--- src/phycm_pkg.sv ---
// Purpose: shared constants of the counter, mask and control register bank
// Assumes: 8-bit multiplexed utility bus, 5-bit register address
// Notes:   register offsets are byte addresses on that bus
package phycm_pkg;

	localparam int unsigned PHYCM_ADDR_W = 5;
	localparam int unsigned PHYCM_DATA_W = 8;
	localparam int unsigned PHYCM_CNT_W  = 16;
	localparam int unsigned PHYCM_NCNT   = 4;
	localparam int unsigned PHYCM_NIRQ   = 6;
	localparam int unsigned PHYCM_PORT_W = 5;

	// ---------------------------------------------------------------
	// register offsets
	// ---------------------------------------------------------------
	localparam logic [4:0] PHYCM_OFF_IRQ_STATUS = 5'h01;
	localparam logic [4:0] PHYCM_OFF_CNT_LOW    = 5'h04;
	localparam logic [4:0] PHYCM_OFF_CNT_HIGH   = 5'h05;
	localparam logic [4:0] PHYCM_OFF_CNT_SEL    = 5'h06;
	localparam logic [4:0] PHYCM_OFF_IRQ_MASK   = 5'h07;
	localparam logic [4:0] PHYCM_OFF_CONTROL    = 5'h08;

	// ---------------------------------------------------------------
	// field positions
	// ---------------------------------------------------------------
	localparam int unsigned PHYCM_SEL_SYMBOL  = 3;
	localparam int unsigned PHYCM_SEL_TXCELL  = 2;
	localparam int unsigned PHYCM_SEL_RXCELL  = 1;
	localparam int unsigned PHYCM_SEL_HECERR  = 0;
	localparam int unsigned PHYCM_SEL_W       = 4;

	localparam int unsigned PHYCM_IRQ_HEC     = 5;
	localparam int unsigned PHYCM_IRQ_SHORT   = 4;
	localparam int unsigned PHYCM_IRQ_TXPAR   = 3;
	localparam int unsigned PHYCM_IRQ_SIGCHG  = 2;
	localparam int unsigned PHYCM_IRQ_SYMERR  = 1;
	localparam int unsigned PHYCM_IRQ_FIFOOVF = 0;

	localparam int unsigned PHYCM_CTL_SWRST   = 7;
	localparam int unsigned PHYCM_CTL_LOOPCLK = 6;
	localparam int unsigned PHYCM_CTL_PORT_HI = 4;

	// ---------------------------------------------------------------
	// reset values
	// ---------------------------------------------------------------
	localparam logic [3:0]  PHYCM_RST_CNT_SEL = 4'h0;
	localparam logic [5:0]  PHYCM_RST_MASK    = 6'h00;
	localparam logic        PHYCM_RST_LOOPCLK = 1'b0;
	localparam logic [4:0]  PHYCM_RST_PORT    = 5'h00;
	localparam logic [15:0] PHYCM_RST_COUNT   = 16'h0000;
	localparam logic [7:0]  PHYCM_READ_ZERO   = 8'h00;

endpackage : phycm_pkg

--- src/phycm_regs.sv ---
// Purpose: counter select, readback, interrupt mask and control registers
// Assumes: utility bus pins synchronous to mclk, held several cycles
// Notes:   ad bus split into in, out and output enable
// Notes on behaviour
// - offset 0x05 reads bits 15:8 of the selected counter
// - offset 0x04 reads bits 7:0 of the selected counter
// - write-only one-hot selector at 0x06, bits 3..0, resets to zero
// - received-cell counter never counts cells with a header check error
// - mask register at 0x07 holds six mask bits, bits 7:6 reserved
// - mask bit 1 blocks its status from the interrupt pin, 0 passes
// - interrupt status bits are sticky, reset to zero, hold until cleared
// - writing 1 to control bit 7 resets the device, bit self-clears
// - control bit 6 picks oscillator (0) or recovered clock (1)
// - control bits 4:0 hold the shared utopia port address
module phycm_regs
	import phycm_pkg::*;
(
	input  wire logic                    mclk,
	input  wire logic                    rst_n,
	input  wire logic                    cs_n,
	input  wire logic                    ale,
	input  wire logic                    rd_n,
	input  wire logic                    wr_n,
	input  wire logic [PHYCM_DATA_W-1:0] ad_in,
	output logic      [PHYCM_DATA_W-1:0] ad_out,
	output logic                         ad_oe,
	input  wire logic                    symbol_err_evt,
	input  wire logic                    tx_cell_evt,
	input  wire logic                    rx_cell_evt,
	input  wire logic                    rx_cell_hec_bad,
	input  wire logic                    rx_hec_err_evt,
	input  wire logic [PHYCM_NIRQ-1:0]   irq_event,
	output logic      [PHYCM_NIRQ-1:0]   irq_status,
	output logic                         int_req,
	output logic                         soft_reset,
	output logic                         tx_clk_from_rx,
	output logic      [PHYCM_PORT_W-1:0] utopia_port_addr,
	input  wire logic [PHYCM_PORT_W-1:0] tx_addr_in,
	input  wire logic [PHYCM_PORT_W-1:0] rx_addr_in,
	output logic                         tx_addr_match,
	output logic                         rx_addr_match
);

	// ---------------------------------------------------------------
	// bus front end
	// ---------------------------------------------------------------
	logic [PHYCM_ADDR_W-1:0] addr_reg;
	logic [PHYCM_ADDR_W-1:0] addr_next;
	logic                    wr_n_reg;
	logic                    rd_n_reg;
	logic [PHYCM_DATA_W-1:0] rdata_reg;
	logic [PHYCM_DATA_W-1:0] rdata_next;
	logic                    wr_stb;
	logic                    rd_end;

	assign wr_stb = !cs_n && wr_n && !wr_n_reg;
	assign rd_end = !cs_n && rd_n && !rd_n_reg;

	always_comb begin
		addr_next = addr_reg;
		if (ale) begin
			addr_next = ad_in[PHYCM_ADDR_W-1:0];
		end
	end

	// ---------------------------------------------------------------
	// control state
	// ---------------------------------------------------------------
	logic [PHYCM_SEL_W-1:0]  sel_reg;
	logic [PHYCM_SEL_W-1:0]  sel_next;
	logic [PHYCM_NIRQ-1:0]   mask_reg;
	logic [PHYCM_NIRQ-1:0]   mask_next;
	logic                    loopclk_reg;
	logic                    loopclk_next;
	logic [PHYCM_PORT_W-1:0] port_reg;
	logic [PHYCM_PORT_W-1:0] port_next;
	logic                    swrst_reg;
	logic                    swrst_next;
	logic                    int_reg;
	logic                    int_next;

	always_comb begin
		sel_next     = sel_reg;
		mask_next    = mask_reg;
		loopclk_next = loopclk_reg;
		port_next    = port_reg;
		swrst_next   = 1'b0;
		if (wr_stb) begin
			if (addr_reg == PHYCM_OFF_CNT_SEL) begin
				sel_next = ad_in[PHYCM_SEL_W-1:0];
			end else if (addr_reg == PHYCM_OFF_IRQ_MASK) begin
				mask_next = ad_in[PHYCM_NIRQ-1:0];
			end else if (addr_reg == PHYCM_OFF_CONTROL) begin
				swrst_next   = ad_in[PHYCM_CTL_SWRST];
				loopclk_next = ad_in[PHYCM_CTL_LOOPCLK];
				port_next    = ad_in[PHYCM_CTL_PORT_HI:0];
			end
		end
	end

	// ---------------------------------------------------------------
	// statistics counters
	// ---------------------------------------------------------------
	logic [PHYCM_NCNT-1:0]  cnt_inc;
	logic [PHYCM_CNT_W-1:0] cnt_val [PHYCM_NCNT];
	logic [PHYCM_CNT_W-1:0] cnt_sel_val;

	always_comb begin
		cnt_inc                   = '0;
		cnt_inc[PHYCM_SEL_SYMBOL] = symbol_err_evt;
		cnt_inc[PHYCM_SEL_TXCELL] = tx_cell_evt;
		cnt_inc[PHYCM_SEL_RXCELL] = rx_cell_evt && !rx_cell_hec_bad;
		cnt_inc[PHYCM_SEL_HECERR] = rx_hec_err_evt;
	end

	for (genvar i = 0; i < PHYCM_NCNT; i++) begin : g_cnt
		phycm_counter u_cnt (
			.mclk  (mclk),
			.rst_n (rst_n),
			.clr   (swrst_reg),
			.inc   (cnt_inc[i]),
			.count (cnt_val[i])
		);
	end

	// one-hot select; several bits set give the OR of counters
	always_comb begin
		cnt_sel_val = PHYCM_RST_COUNT;
		for (int k = 0; k < PHYCM_NCNT; k++) begin
			if (sel_reg[k]) begin
				cnt_sel_val = cnt_sel_val | cnt_val[k];
			end
		end
	end

	// ---------------------------------------------------------------
	// sticky interrupt status
	// ---------------------------------------------------------------
	logic stat_clr;

	assign stat_clr = swrst_reg || (rd_end && addr_reg == PHYCM_OFF_IRQ_STATUS);

	for (genvar j = 0; j < PHYCM_NIRQ; j++) begin : g_irq
		phycm_sticky u_flag (
			.mclk  (mclk),
			.rst_n (rst_n),
			.set   (irq_event[j]),
			.clr   (stat_clr),
			.flag  (irq_status[j])
		);
	end

	assign int_next = |(irq_status & ~mask_reg);

	// ---------------------------------------------------------------
	// read data
	// ---------------------------------------------------------------
	always_comb begin
		rdata_next = PHYCM_READ_ZERO;
		if (addr_reg == PHYCM_OFF_CNT_LOW) begin
			rdata_next = cnt_sel_val[7:0];
		end else if (addr_reg == PHYCM_OFF_CNT_HIGH) begin
			rdata_next = cnt_sel_val[15:8];
		end else if (addr_reg == PHYCM_OFF_IRQ_STATUS) begin
			rdata_next[PHYCM_NIRQ-1:0] = irq_status;
		end else if (addr_reg == PHYCM_OFF_IRQ_MASK) begin
			rdata_next[PHYCM_NIRQ-1:0] = mask_reg;
		end else if (addr_reg == PHYCM_OFF_CONTROL) begin
			rdata_next[PHYCM_CTL_LOOPCLK]  = loopclk_reg;
			rdata_next[PHYCM_CTL_PORT_HI:0] = port_reg;
		end
	end

	// ---------------------------------------------------------------
	// registers
	// ---------------------------------------------------------------
	always_ff @(posedge mclk) begin
		if (!rst_n) begin
			addr_reg    <= '0;
			wr_n_reg    <= 1'b1;
			rd_n_reg    <= 1'b1;
			rdata_reg   <= PHYCM_READ_ZERO;
			sel_reg     <= PHYCM_RST_CNT_SEL;
			mask_reg    <= PHYCM_RST_MASK;
			loopclk_reg <= PHYCM_RST_LOOPCLK;
			port_reg    <= PHYCM_RST_PORT;
			swrst_reg   <= 1'b0;
			int_reg     <= 1'b0;
		end else begin
			addr_reg    <= addr_next;
			wr_n_reg    <= wr_n;
			rd_n_reg    <= rd_n;
			rdata_reg   <= rdata_next;
			sel_reg     <= sel_next;
			mask_reg    <= mask_next;
			loopclk_reg <= loopclk_next;
			port_reg    <= port_next;
			swrst_reg   <= swrst_next;
			int_reg     <= int_next;
		end
	end

	// ---------------------------------------------------------------
	// outputs
	// ---------------------------------------------------------------
	assign ad_out           = rdata_reg;
	assign ad_oe            = !cs_n && !rd_n && !ale;
	assign int_req          = int_reg;
	assign soft_reset       = swrst_reg;
	assign tx_clk_from_rx   = loopclk_reg;
	assign utopia_port_addr = port_reg;
	assign tx_addr_match    = (tx_addr_in == port_reg);
	assign rx_addr_match    = (rx_addr_in == port_reg);

endmodule : phycm_regs

--- src/phycm_cells.sv ---
// Purpose: statistics counter and sticky flag cells
// Assumes: synchronous active-low reset on mclk
// Notes:   clear wins in the counter, set wins in the flag
module phycm_counter
	import phycm_pkg::*;
(
	input  wire logic                   mclk,
	input  wire logic                   rst_n,
	input  wire logic                   clr,
	input  wire logic                   inc,
	output logic [PHYCM_CNT_W-1:0]      count
);

	logic [PHYCM_CNT_W-1:0] count_reg;
	logic [PHYCM_CNT_W-1:0] count_next;

	always_comb begin
		count_next = count_reg;
		if (clr) begin
			count_next = PHYCM_RST_COUNT;
		end else if (inc) begin
			count_next = count_reg + 16'h0001;
		end
	end

	always_ff @(posedge mclk) begin
		if (!rst_n) begin
			count_reg <= PHYCM_RST_COUNT;
		end else begin
			count_reg <= count_next;
		end
	end

	assign count = count_reg;

endmodule : phycm_counter

module phycm_sticky (
	input  wire logic mclk,
	input  wire logic rst_n,
	input  wire logic set,
	input  wire logic clr,
	output logic      flag
);

	logic flag_reg;
	logic flag_next;

	// set wins over a clear in the same cycle
	always_comb begin
		flag_next = flag_reg;
		if (set) begin
			flag_next = 1'b1;
		end else if (clr) begin
			flag_next = 1'b0;
		end
	end

	always_ff @(posedge mclk) begin
		if (!rst_n) begin
			flag_reg <= 1'b0;
		end else begin
			flag_reg <= flag_next;
		end
	end

	assign flag = flag_reg;

endmodule : phycm_sticky

--- config.mk ---
export PLATFORM = sky130hd
export DESIGN_NAME = phycm_regs
export DESIGN_NICKNAME = d
export VERILOG_FILES = /design/src/phycm_pkg.sv /design/src/phycm_regs.sv /design/src/phycm_cells.sv
export SDC_FILE = /design/constraint.sdc
export NUM_CORES = 1
export LEC_CHECK = 0
export ABC_AREA = 1
export ABC_CLOCK_PERIOD_IN_PS = 1700
export BUFFER_PORTS_ARGS = -buffer_cell sky130_fd_sc_hd__buf_4
export CORE_MARGIN = 2
export CORE_UTILIZATION = 58
export DETAILED_ROUTE_END_ITERATION = 8
export PLACE_DENSITY_LB_ADDON = 0.08
export SLEW_MARGIN = 20
export SYNTH_ARGS = -nofsm -noshare
export SYNTH_HDL_FRONTEND = slang
export SYNTH_SLANG_ARGS = --single-unit
--- constraint.sdc ---
create_clock -name mclk -period 1.7 [get_ports mclk]
set_input_delay 0.34 -clock mclk [delete_from_list [all_inputs] [get_ports mclk]]
set_output_delay 0.34 -clock mclk [all_outputs]
set_load 0.02 [all_outputs]
==> results.txt, run 1 <==
----------------------------------------------------
[Outcome]
  Result of the run ... finished with violations
  Failing checks ... negative setup slack

[Timing]
  Final setup vio count ... 1
  Worst Tran Pin Value ... 0.443 ns
  Upper clock frequency limit ... 587 MHz
  Post-route worst setup slack ... -0.00374 ns
  Worst rel slew slack ... 0.704
  Worst hold slack ... 0.153 ns
  Accumulated negative setup slack ... -0.00374 ns
  Hold Fails Final Rpt ... 0
  Time the worst path needs with I/O delays and setup ... 1.70 ns
  Post-route clock skew ... 0.0175 ns
  Final period util ... 1.00
  Unrepaired setup endpoints after global routing ... true
  Max-slew violations ... 0

[Synthesis]
  Ranking of synthesized cells by instance count ... 163 x nand2_1, 103 x dfxtp_1, 101 x inv_1
  Nets in the synthesized netlist ... 798
  Area contributors post-synth ... dfxtp_1 40%, nand2_1 12%, inv_1 7.3%, a21oi_1 6.5%, nor2_1 5.8%
  Share of synthesized area occupied by flip-flops and latches ... 0.397
  Post-synthesis instance area ... 5190 µm²
  Fraction of registers with async set/reset ... 0
  Post-synth top area share ... 0.397
  Most instantiated library cell after synthesis ... nand2_1
  Synth cell types ... 34
  Post-synthesis average cell area ... 6.84 µm²
  Number of enable-type register cells in the synthesized netlist ... 0
  Top_reg_cell synth ... dfxtp_1
  Syn. warnings ... 0
  Syn Inst Count ... 759
  Most area-hungry cell type in the Yosys netlist ... dfxtp_1
  Post-synthesis register bit count ... 103

[CTS]
  Clock tree from TritonCTS ... done
  Clock input transition at the sequential cells of the worst setup and hold paths ... 0.11 ns
  Insertion delay of the later-clocked pin in the worst-skew pair ... 0.38 ns
  Library cell used as clock root buffer ... clkbuf_8
  Cts bufs inserted ... 9
  Quantity of hold-fixing buffers added after cts ... 0
  CTS sink cnt ... 103
  Clock Path Buffers ... 2
  H-tree depth ... 3

[Worst setup path]
  Launching instance or port of the critical path ... utopia_port_addr[4]$_SDFFE_PN0P_
  Origin of the critical flop-to-flop path ... addr_reg[3]$_SDFFE_PN0P_
  Length in cells of the worst reg-to-reg path ... 7
  Cells along the critical path ... xor2_1, nor4_2, buf_4
  Arrival time at the worst endpoint ... 1.36 ns
  Endpoint kind of the worst setup timing path ... primary output
  Setup Crit Path Kind ... reg -> out
  Crit path max-delay cell type ... dfxtp_4
  Crit path largest cell delay ... 0.38 ns
  End of the critical path ... rx_addr_match
  Crit-path max FO ... 5
  Launching element type of the critical path ... flip-flop
  Reg-to-reg critical path endpoint ... ad_out[4]$_SDFF_PN0_
  Worst Path Required ... 1.36 ns
  Worst R2R Setup Slack ... 0.21 ns

[Placed design]
  Weighted congestion reported at the end of routability-driven placement ... 1.03
  IO buf count ... 59
  HPWL reported at the end of detailed placement ... 10200 µm

[Global route]
  Largest net degree at the start of global routing ... 27
  Antenna violations before repair ... 0
  Wire length of the first global-routing pass ... 21800 µm
  Vias in the first global route ... 4749
  Grt ovf ... 0
  Tot GR Track Use ... 0.276

[Power and ir drop]
  Total power density per cell area ... 726 nW/µm²
  Lkg Pwr ... 2.39 nW
  Maximum vdd drop ... 486 µV
  Power after layout ... 0.00433 W

[Floorplanning]
  Area of the die ... 9720 µm²
  Count of pins on the block boundary ... 60
  Area of the placeable core ... 8680 µm²
  Die H ... 98.6 µm
  Number of standard-cell rows in the floorplan ... 34
  Starting density of the core ... 0.598
  Horizontal die dimension ... 98.6 µm

[Drt]
  Initial detailed-routing violation count ... 274
  Via Count ... 5117
  Sum of routed wire segments on met1 ... 5800 µm
  Number of design rule violations left after detail routing ... 0
  Total met3 wirelength after detailed routing ... 825 µm
  Number of iterations in the first detailed-routing pass ... 5
  Wire length after detailed routing ... 13200 µm
  Via density per instance ... 5.49
  Top routing layer in use ... met4
  Met2 Wirelength ... 6140 µm
  Antenna viol nets, final ... 0
  Per-cell routed wire length ... 14.1 µm

[Finish]
  Antenna diode count ... 0
  # nets final ... 858
  Area Overhead vs Synth ... 15.0%
  Max FFs per register ... 64
  Final core area utilization ... 0.688
  Share of layout cells above drive strength 1 ... 0.181

[Min path]
  Hold/Removal Path Class ... in -> reg

[Run]
  Max cap viols ... 0

----------------------------------------------------
==> how the worst min path moves through the flow <==
stage | startpoint | end | slack, ns | cells past startpoint
floorplan | rd_n | rd_n_reg$_SDFF_PN1_ | 0.44 | 2
global placement | g_cnt[2].u_cnt.count[15]$_SDFFE_PP0P_ | g_cnt[2].u_cnt.count[15]$_SDFFE_PP0P_ | 0.45 | 2
global route | rd_n | rd_n_reg$_SDFF_PN1_ | 0.15 | 3
CTS | wr_n | wr_n_reg$_SDFF_PN1_ | 0.15 | 3
finish | wr_n | wr_n_reg$_SDFF_PN1_ | 0.15 | 3
detailed placement | g_cnt[2].u_cnt.count[15]$_SDFFE_PP0P_ | g_cnt[2].u_cnt.count[15]$_SDFFE_PP0P_ | 0.45 | 2
==> placed cells by master (no fill, tap or decap), drive strengths merged, types with 2 or more instances in the layout <==
cell type and count:
nand2 168, inv 114, dfxtp 103, nor2 99, buf 71, a21oi 67
o21ai 67, nand3 35, nand4 24, nor3 22, clkbuf 9, a31oi 8
o22ai 7, xor2 7, ha 4, xnor2 4, nor3b 3, clkinv 3
or2 2, nor4 2
==> kinds of logic after synthesis <==
kind of cell | synth area share
xor gates and xnor gates | 0.0186
buffers and inverters | 0.104
and+or+nand+nor | 0.321
AOI/OAI and AO/OA | 0.150
adders and majority gates | 0.00964
DFF | 0.397
==> where the power goes <==
part / switching, W / internal, W
logic: 0.000209 / 0.000158
clock network: 0.000916 / 0.000552
registers: 0.0000462 / 0.00245
total: 0.00117 / 0.00316
==> per-stage QoR <==
stage	setup WS, ns	area [µm²]	std cells
after detailed placement	0.203	5710	913
after global placement	0.270	5710	913
after CTS	-0.0604	5920	931
final	-0.00374	5970	932
after floorplan	0.00563	5190	759
after global routing	-0.106	5970	932
==> repair_timing <==
item	in CTS	in global routing
setup buffers	2	1
pin swaps	3	2
endpoints found under the hold margin	0	0
gates resized for setup	8	10
setup endpoints to repair	2	4
gates cloned	0	0
==> layout make-up <==
class / instances / area, µm²
Timing Repair Buffer: 71 / 533
Multi-Input combinational cell: 523 / 2630
Inverter: 111 / 417
Fill cell: 792 / 2710
Tap cell: 108 / 135
Clock buffer: 9 / 124
Sequential cell: 103 / 2080
Clock inverter: 7 / 55.1
==> critical path: cells and delay by family (launching register included) <==
kind | cells | cell delay [ns]
buffers and inverters | 1 | 0.18
xor gates and xnor gates | 1 | 0.17
DFF | 1 | 0.38
and+or+nand+nor | 1 | 0.26
==> per-layer routing <==
metal | vias up | track usage
met5 | - | 0
met3 | 35 | 0.0539
met1 | 2354 | 0.355
met2 | 156 | 0.454
met4 | 0 | 0.121
li1 | 2572 | -
No activity file was read; power rests on OpenSTA's default activity.
==> inputs of run 2 (changes only) <==
Settings changed: ABC_AREA 1 to not set, REMOVE_ABC_BUFFERS set to 1, SLEW_MARGIN 20 to not set.
==> results.txt, run 2 <==
----------------------------------------------------
[Floorplanning]
  Area of the placeable core ... 8180 µm² (-5.8%)
  Number of standard-cell rows in the floorplan ... 33 (-2.9%)
  Area of the die ... 9170 µm² (-5.7%)
  Starting density of the core ... 0.597 (-0.00101)
  Count of pins on the block boundary ... 60 (unchanged)
  Horizontal die dimension ... 95.7 µm (-2.9%)
  Die H ... 95.7 µm (-2.9%)

[Synthesis]
  Simple-gate portion of the synthesized area ... 0.233 (-0.0881)
  Top_reg_cell synth ... dfxtp_1
  Post-synthesis register bit count ... 103 (unchanged)
  Ranking of synthesized cells by instance count ... 103 x dfxtp_1, 82 x nor2_1, 34 x nand2_1
  Fraction of registers with async set/reset ... 0 (unchanged)
  Main combinational cell family by area after synthesis ... simple AND/OR/NAND/NOR gates
  Area contributors post-synth ... dfxtp_1 42%, nor2_1 6.3%, mux2i_1 5.1%, xor2_1 5.0%, xnor2_1 4.1%
  Area fraction in compound gates after synthesis ... 0.149 (-0.00151)
  Synth Area in XOR/XNOR ... 0.0915 (+0.0730)
  Synth cell types ... 52 (+53%)
  Most instantiated library cell after synthesis ... dfxtp_1
  Post-synthesis instance area ... 4880 µm² (-6.0%)
  Syn. warnings ... 0 (unchanged)
  Syn Inst Count ... 562 (-26%)
  Post-synthesis average cell area ... 8.68 µm² (+27%)
  Number of enable-type register cells in the synthesized netlist ... 0 (unchanged)
  Share of synthesized cell area in full adder, half adder and majority cells ... 0.0103 (+0.000611)
  Share of synthesized area occupied by flip-flops and latches ... 0.422 (+0.0252)
  Share of synthesized area spent on multiplexers ... 0.0513 (+0.0513)
  Post-synth top area share ... 0.422 (+0.0252)
  Most area-hungry cell type in the Yosys netlist ... dfxtp_1

[Power and ir drop]
  Lkg Pwr ... 2.45 nW (+2.2%)
  Total power density per cell area ... 737 nW/µm² (+1.6%)
  Portion of total power attributed to combinational logic ... 0.088 (+0.003)
  Internal portion of total power ... 0.00339 W (+7.3%)
  Power after layout ... 0.00448 W (+3.5%)
  Register share of total power ... 0.555 (-0.021)
  Net switching power ... 0.00109 W (-6.8%)
  Maximum vdd drop ... 567 µV (+17%)
  Share of power burned in the clock network ... 0.357 (+0.018)
  Switching Share ... 0.243 (-0.0270)

[CTS]
  Clock input transition at the sequential cells of the worst setup and hold paths ... 0.10 ns (about the same)
  Insertion delay of the later-clocked pin in the worst-skew pair ... 0.36 ns (-0.02 ns)
  Quantity of hold-fixing buffers added after cts ... 0 (unchanged)
  Clock tree from TritonCTS ... done
  Cts bufs inserted ... 9 (unchanged)
  CTS sink cnt ... 103 (unchanged)
  Library cell used as clock root buffer ... clkbuf_8
  H-tree depth ... 3 (unchanged)
  Clock Path Buffers ... 2 (unchanged)

[Worst setup path]
  Endpoint kind of the worst setup timing path ... primary output
  Worst R2R Setup Slack ... 0.07 ns (-0.14 ns)
  Crit-path max FO ... 3 (-2)
  Setup Crit Path Kind ... reg -> out
  Length in cells of the worst reg-to-reg path ... 4 (-3)
  Origin of the critical flop-to-flop path ... g_cnt[1].u_cnt.count[6]$_SDFFE_PP0P_
  Worst Path Required ... 1.36 ns (about the same)
  Launching element type of the critical path ... flip-flop
  Arrival time at the worst endpoint ... 1.30 ns (-0.06 ns)
  Reg-to-reg critical path endpoint ... g_cnt[1].u_cnt.count[15]$_SDFFE_PP0P_

[Timing]
  Unrepaired setup endpoints after global routing ... true
  Time the worst path needs with I/O delays and setup ... 1.64 ns (-0.0601 ns)
  Worst Tran Pin Value ... 0.643 ns (+0.199 ns)
  Hold Fails Final Rpt ... 0 (unchanged)
  Upper clock frequency limit ... 608 MHz (+3.7%)
  Final setup vio count ... 0 (-1)
  Worst rel slew slack ... 0.571 (-0.133)
  Post-route clock skew ... 0.0106 ns (-0.00687 ns)
  Final period util ... 0.967 (-0.0354)
  Max-slew violations ... 0 (unchanged)

[Drt]
  Number of iterations in the first detailed-routing pass ... 6 (+1)
  Sum of routed wire segments on met1 ... 5820 µm (+0.36%)
  Top routing layer in use ... met4
  Met2 Wirelength ... 5950 µm (-3.0%)
  Initial detailed-routing violation count ... 356 (+30%)
  Antenna viol nets, final ... 0 (unchanged)
  Per-cell routed wire length ... 16.7 µm (+18%)
  Via density per instance ... 6.02 (+9.6%)
  Number of design rule violations left after detail routing ... 0 (unchanged)
  Via Count ... 4634 (-9.4%)
  Wire length after detailed routing ... 12900 µm (-2.2%)
  Total met3 wirelength after detailed routing ... 859 µm (+4.1%)

[Placed design]
  Weighted congestion reported at the end of routability-driven placement ... 0.926 (-9.7%)
  IO buf count ... 59 (unchanged)
  HPWL reported at the end of detailed placement ... 9420 µm (-7.4%)
  Placed Cells incl. Taps ... 747 (-18%)

[Finish]
  Share of layout cells above drive strength 1 ... 0.259 (+0.0778)
  Fill cell total of the finished layout ... 650 (-18%)
  Area Overhead vs Synth ... 24.6%
  Final core area utilization ... 0.744 (+0.0558)
  Top library cells by usage in the layout, fill and taps aside ... 120 x buf_4, 92 x dfxtp_1, 82 x nor2_1, 33 x nand2_1, 31 x a21oi_1
  Leading cell type in the layout, fill and taps excluded ... buf_4
  # nets final ... 699 (-19%)
  Max FFs per register ... 64 (unchanged)
  Antenna diode count ... 0 (unchanged)
  Footprint of the flip-flops and latches ... 2090 µm² (+0.42%)
  Area used by multi-input combinational logic ... 2680 µm² (+1.9%)
  Count of placed standard cells in the final layout, fillers left out ... 770 (-17%)

[Global route]
  Largest net degree at the start of global routing ... 41 (+52%)
  Wire length of the first global-routing pass ... 20500 µm (-6.4%)
  Vias in the first global route ... 4181 (-12%)
  Antenna violations before repair ... 0 (unchanged)
  Grt ovf ... 0 (unchanged)
  Tot GR Track Use ... 0.288 (+0.0114)

[Run]
  Max cap viols ... 0 (unchanged)

[Min path]
  Hold/Removal Path Class ... in -> reg
  Worst Hold Depth ... 2 (-1)
  Worst hold path endpoint ... rd_n_reg$_SDFF_PN1_
  Startpoint of the most critical hold path ... rd_n

[Outcome]
  Result of the run ... finished clean

----------------------------------------------------
## run 2: cell types whose count changed after synthesis, sizes merged, moves of 11 or more
cell,before,now
nand2,168,34
mux2i,0,25
nor2,99,82
a22oi,0,22
nand3,35,16
xnor2,4,23
a21oi,67,33
inv,111,15
clkbuf,5,24
xor2,7,28
o21ai,67,15
or3,0,11
## run 2: cells by family (layout without fill, tap and decap cells)
kind of cell               Yosys count  in the layout
AOI/OAI and AO/OA                  110            110
muxes                               25             25
and+or+nand+nor                    220            220
adders and majority gates            4              4
xor gates and xnor gates            51             51
DFF                                103            103
buffers and inverters               49            152
## run 2: critical path: stages, from the launching register on
cell and delay [ns]:
dfxtp_4 0.37, xnor2_2 0.12, nand3_1 0.11, nor3_2 0.18
buf_4 0.17
## run 2: layout make-up
class                      count  share of cell area
clock buffer                  11              0.0249
clock inverter                 5             0.00926
inverter                      15             0.00926
multi-input combinational    410               0.441
sequential                   103               0.343
tap                          105              0.0216
timing repair buffer         121               0.151
## run 2: through the flow
| stage | setup TNS [ns] | worst slack, ns | instance area [µm²] | hold slack [ns] |
|---|---|---|---|---|
| finish | 0 | 0.0564 | 6080 | 0.173 |
| global route | -0.132 | -0.0650 | 6080 | 0.171 |
| CTS | -0.0141 | -0.0141 | 5970 | 0.165 |
| detailed placement | -1.23 | -0.157 | 5730 | 0.483 |
| global placement | -0.758 | -0.127 | 5730 | 0.473 |
| floorplan | -6.95 | -0.406 | 4730 | 0.413 |
## run 2: timing repair
item,4_1_cts,5_1_grt
hold endpoints to repair,0,0
cloned,0,0
resized for setup,10,18
pin swaps,2,10
setup endpoints to repair,3,25
buffers inserted,1,6
## run 2: worst max path at each step
stage                                     startpoint                                    end  slack, ns  cells past startpoint
floorplan                      soft_reset$_SDFF_PP0_  g_cnt[2].u_cnt.count[15]$_SDFFE_PP0P_      -0.41                      4
global placement                                cs_n                sel_reg[1]$_SDFFE_PN0P_      -0.13                      5
detailed placement                              cs_n                sel_reg[3]$_SDFFE_PN0P_      -0.16                      5
CTS                 utopia_port_addr[4]$_SDFFE_PN0P_                          rx_addr_match      -0.01                      4
global route        utopia_port_addr[1]$_SDFFE_PN0P_                          rx_addr_match      -0.06                      4
finish              utopia_port_addr[0]$_SDFFE_PN0P_                          tx_addr_match       0.06                      4
## run 2: routing by layer
layer,vias up,track usage
met5,-,0
met4,0,0.0857
met3,23,0.0439
met2,190,0.459
met1,2204,0.403
li1,2217,-
## run 2: power by group through the flow
stage	logic, W	clock network (W)	registers [W]
6_report	0.000395	0.00160	0.00249
5_1_grt	0.000429	0.00171	0.00250
4_1_cts	0.000382	0.00162	0.00249
3_5_place_dp	0.000379	0	0.00255
3_3_place_gp	0.000366	0	0.00255
2_1_floorplan	0.000154	0	0.00257
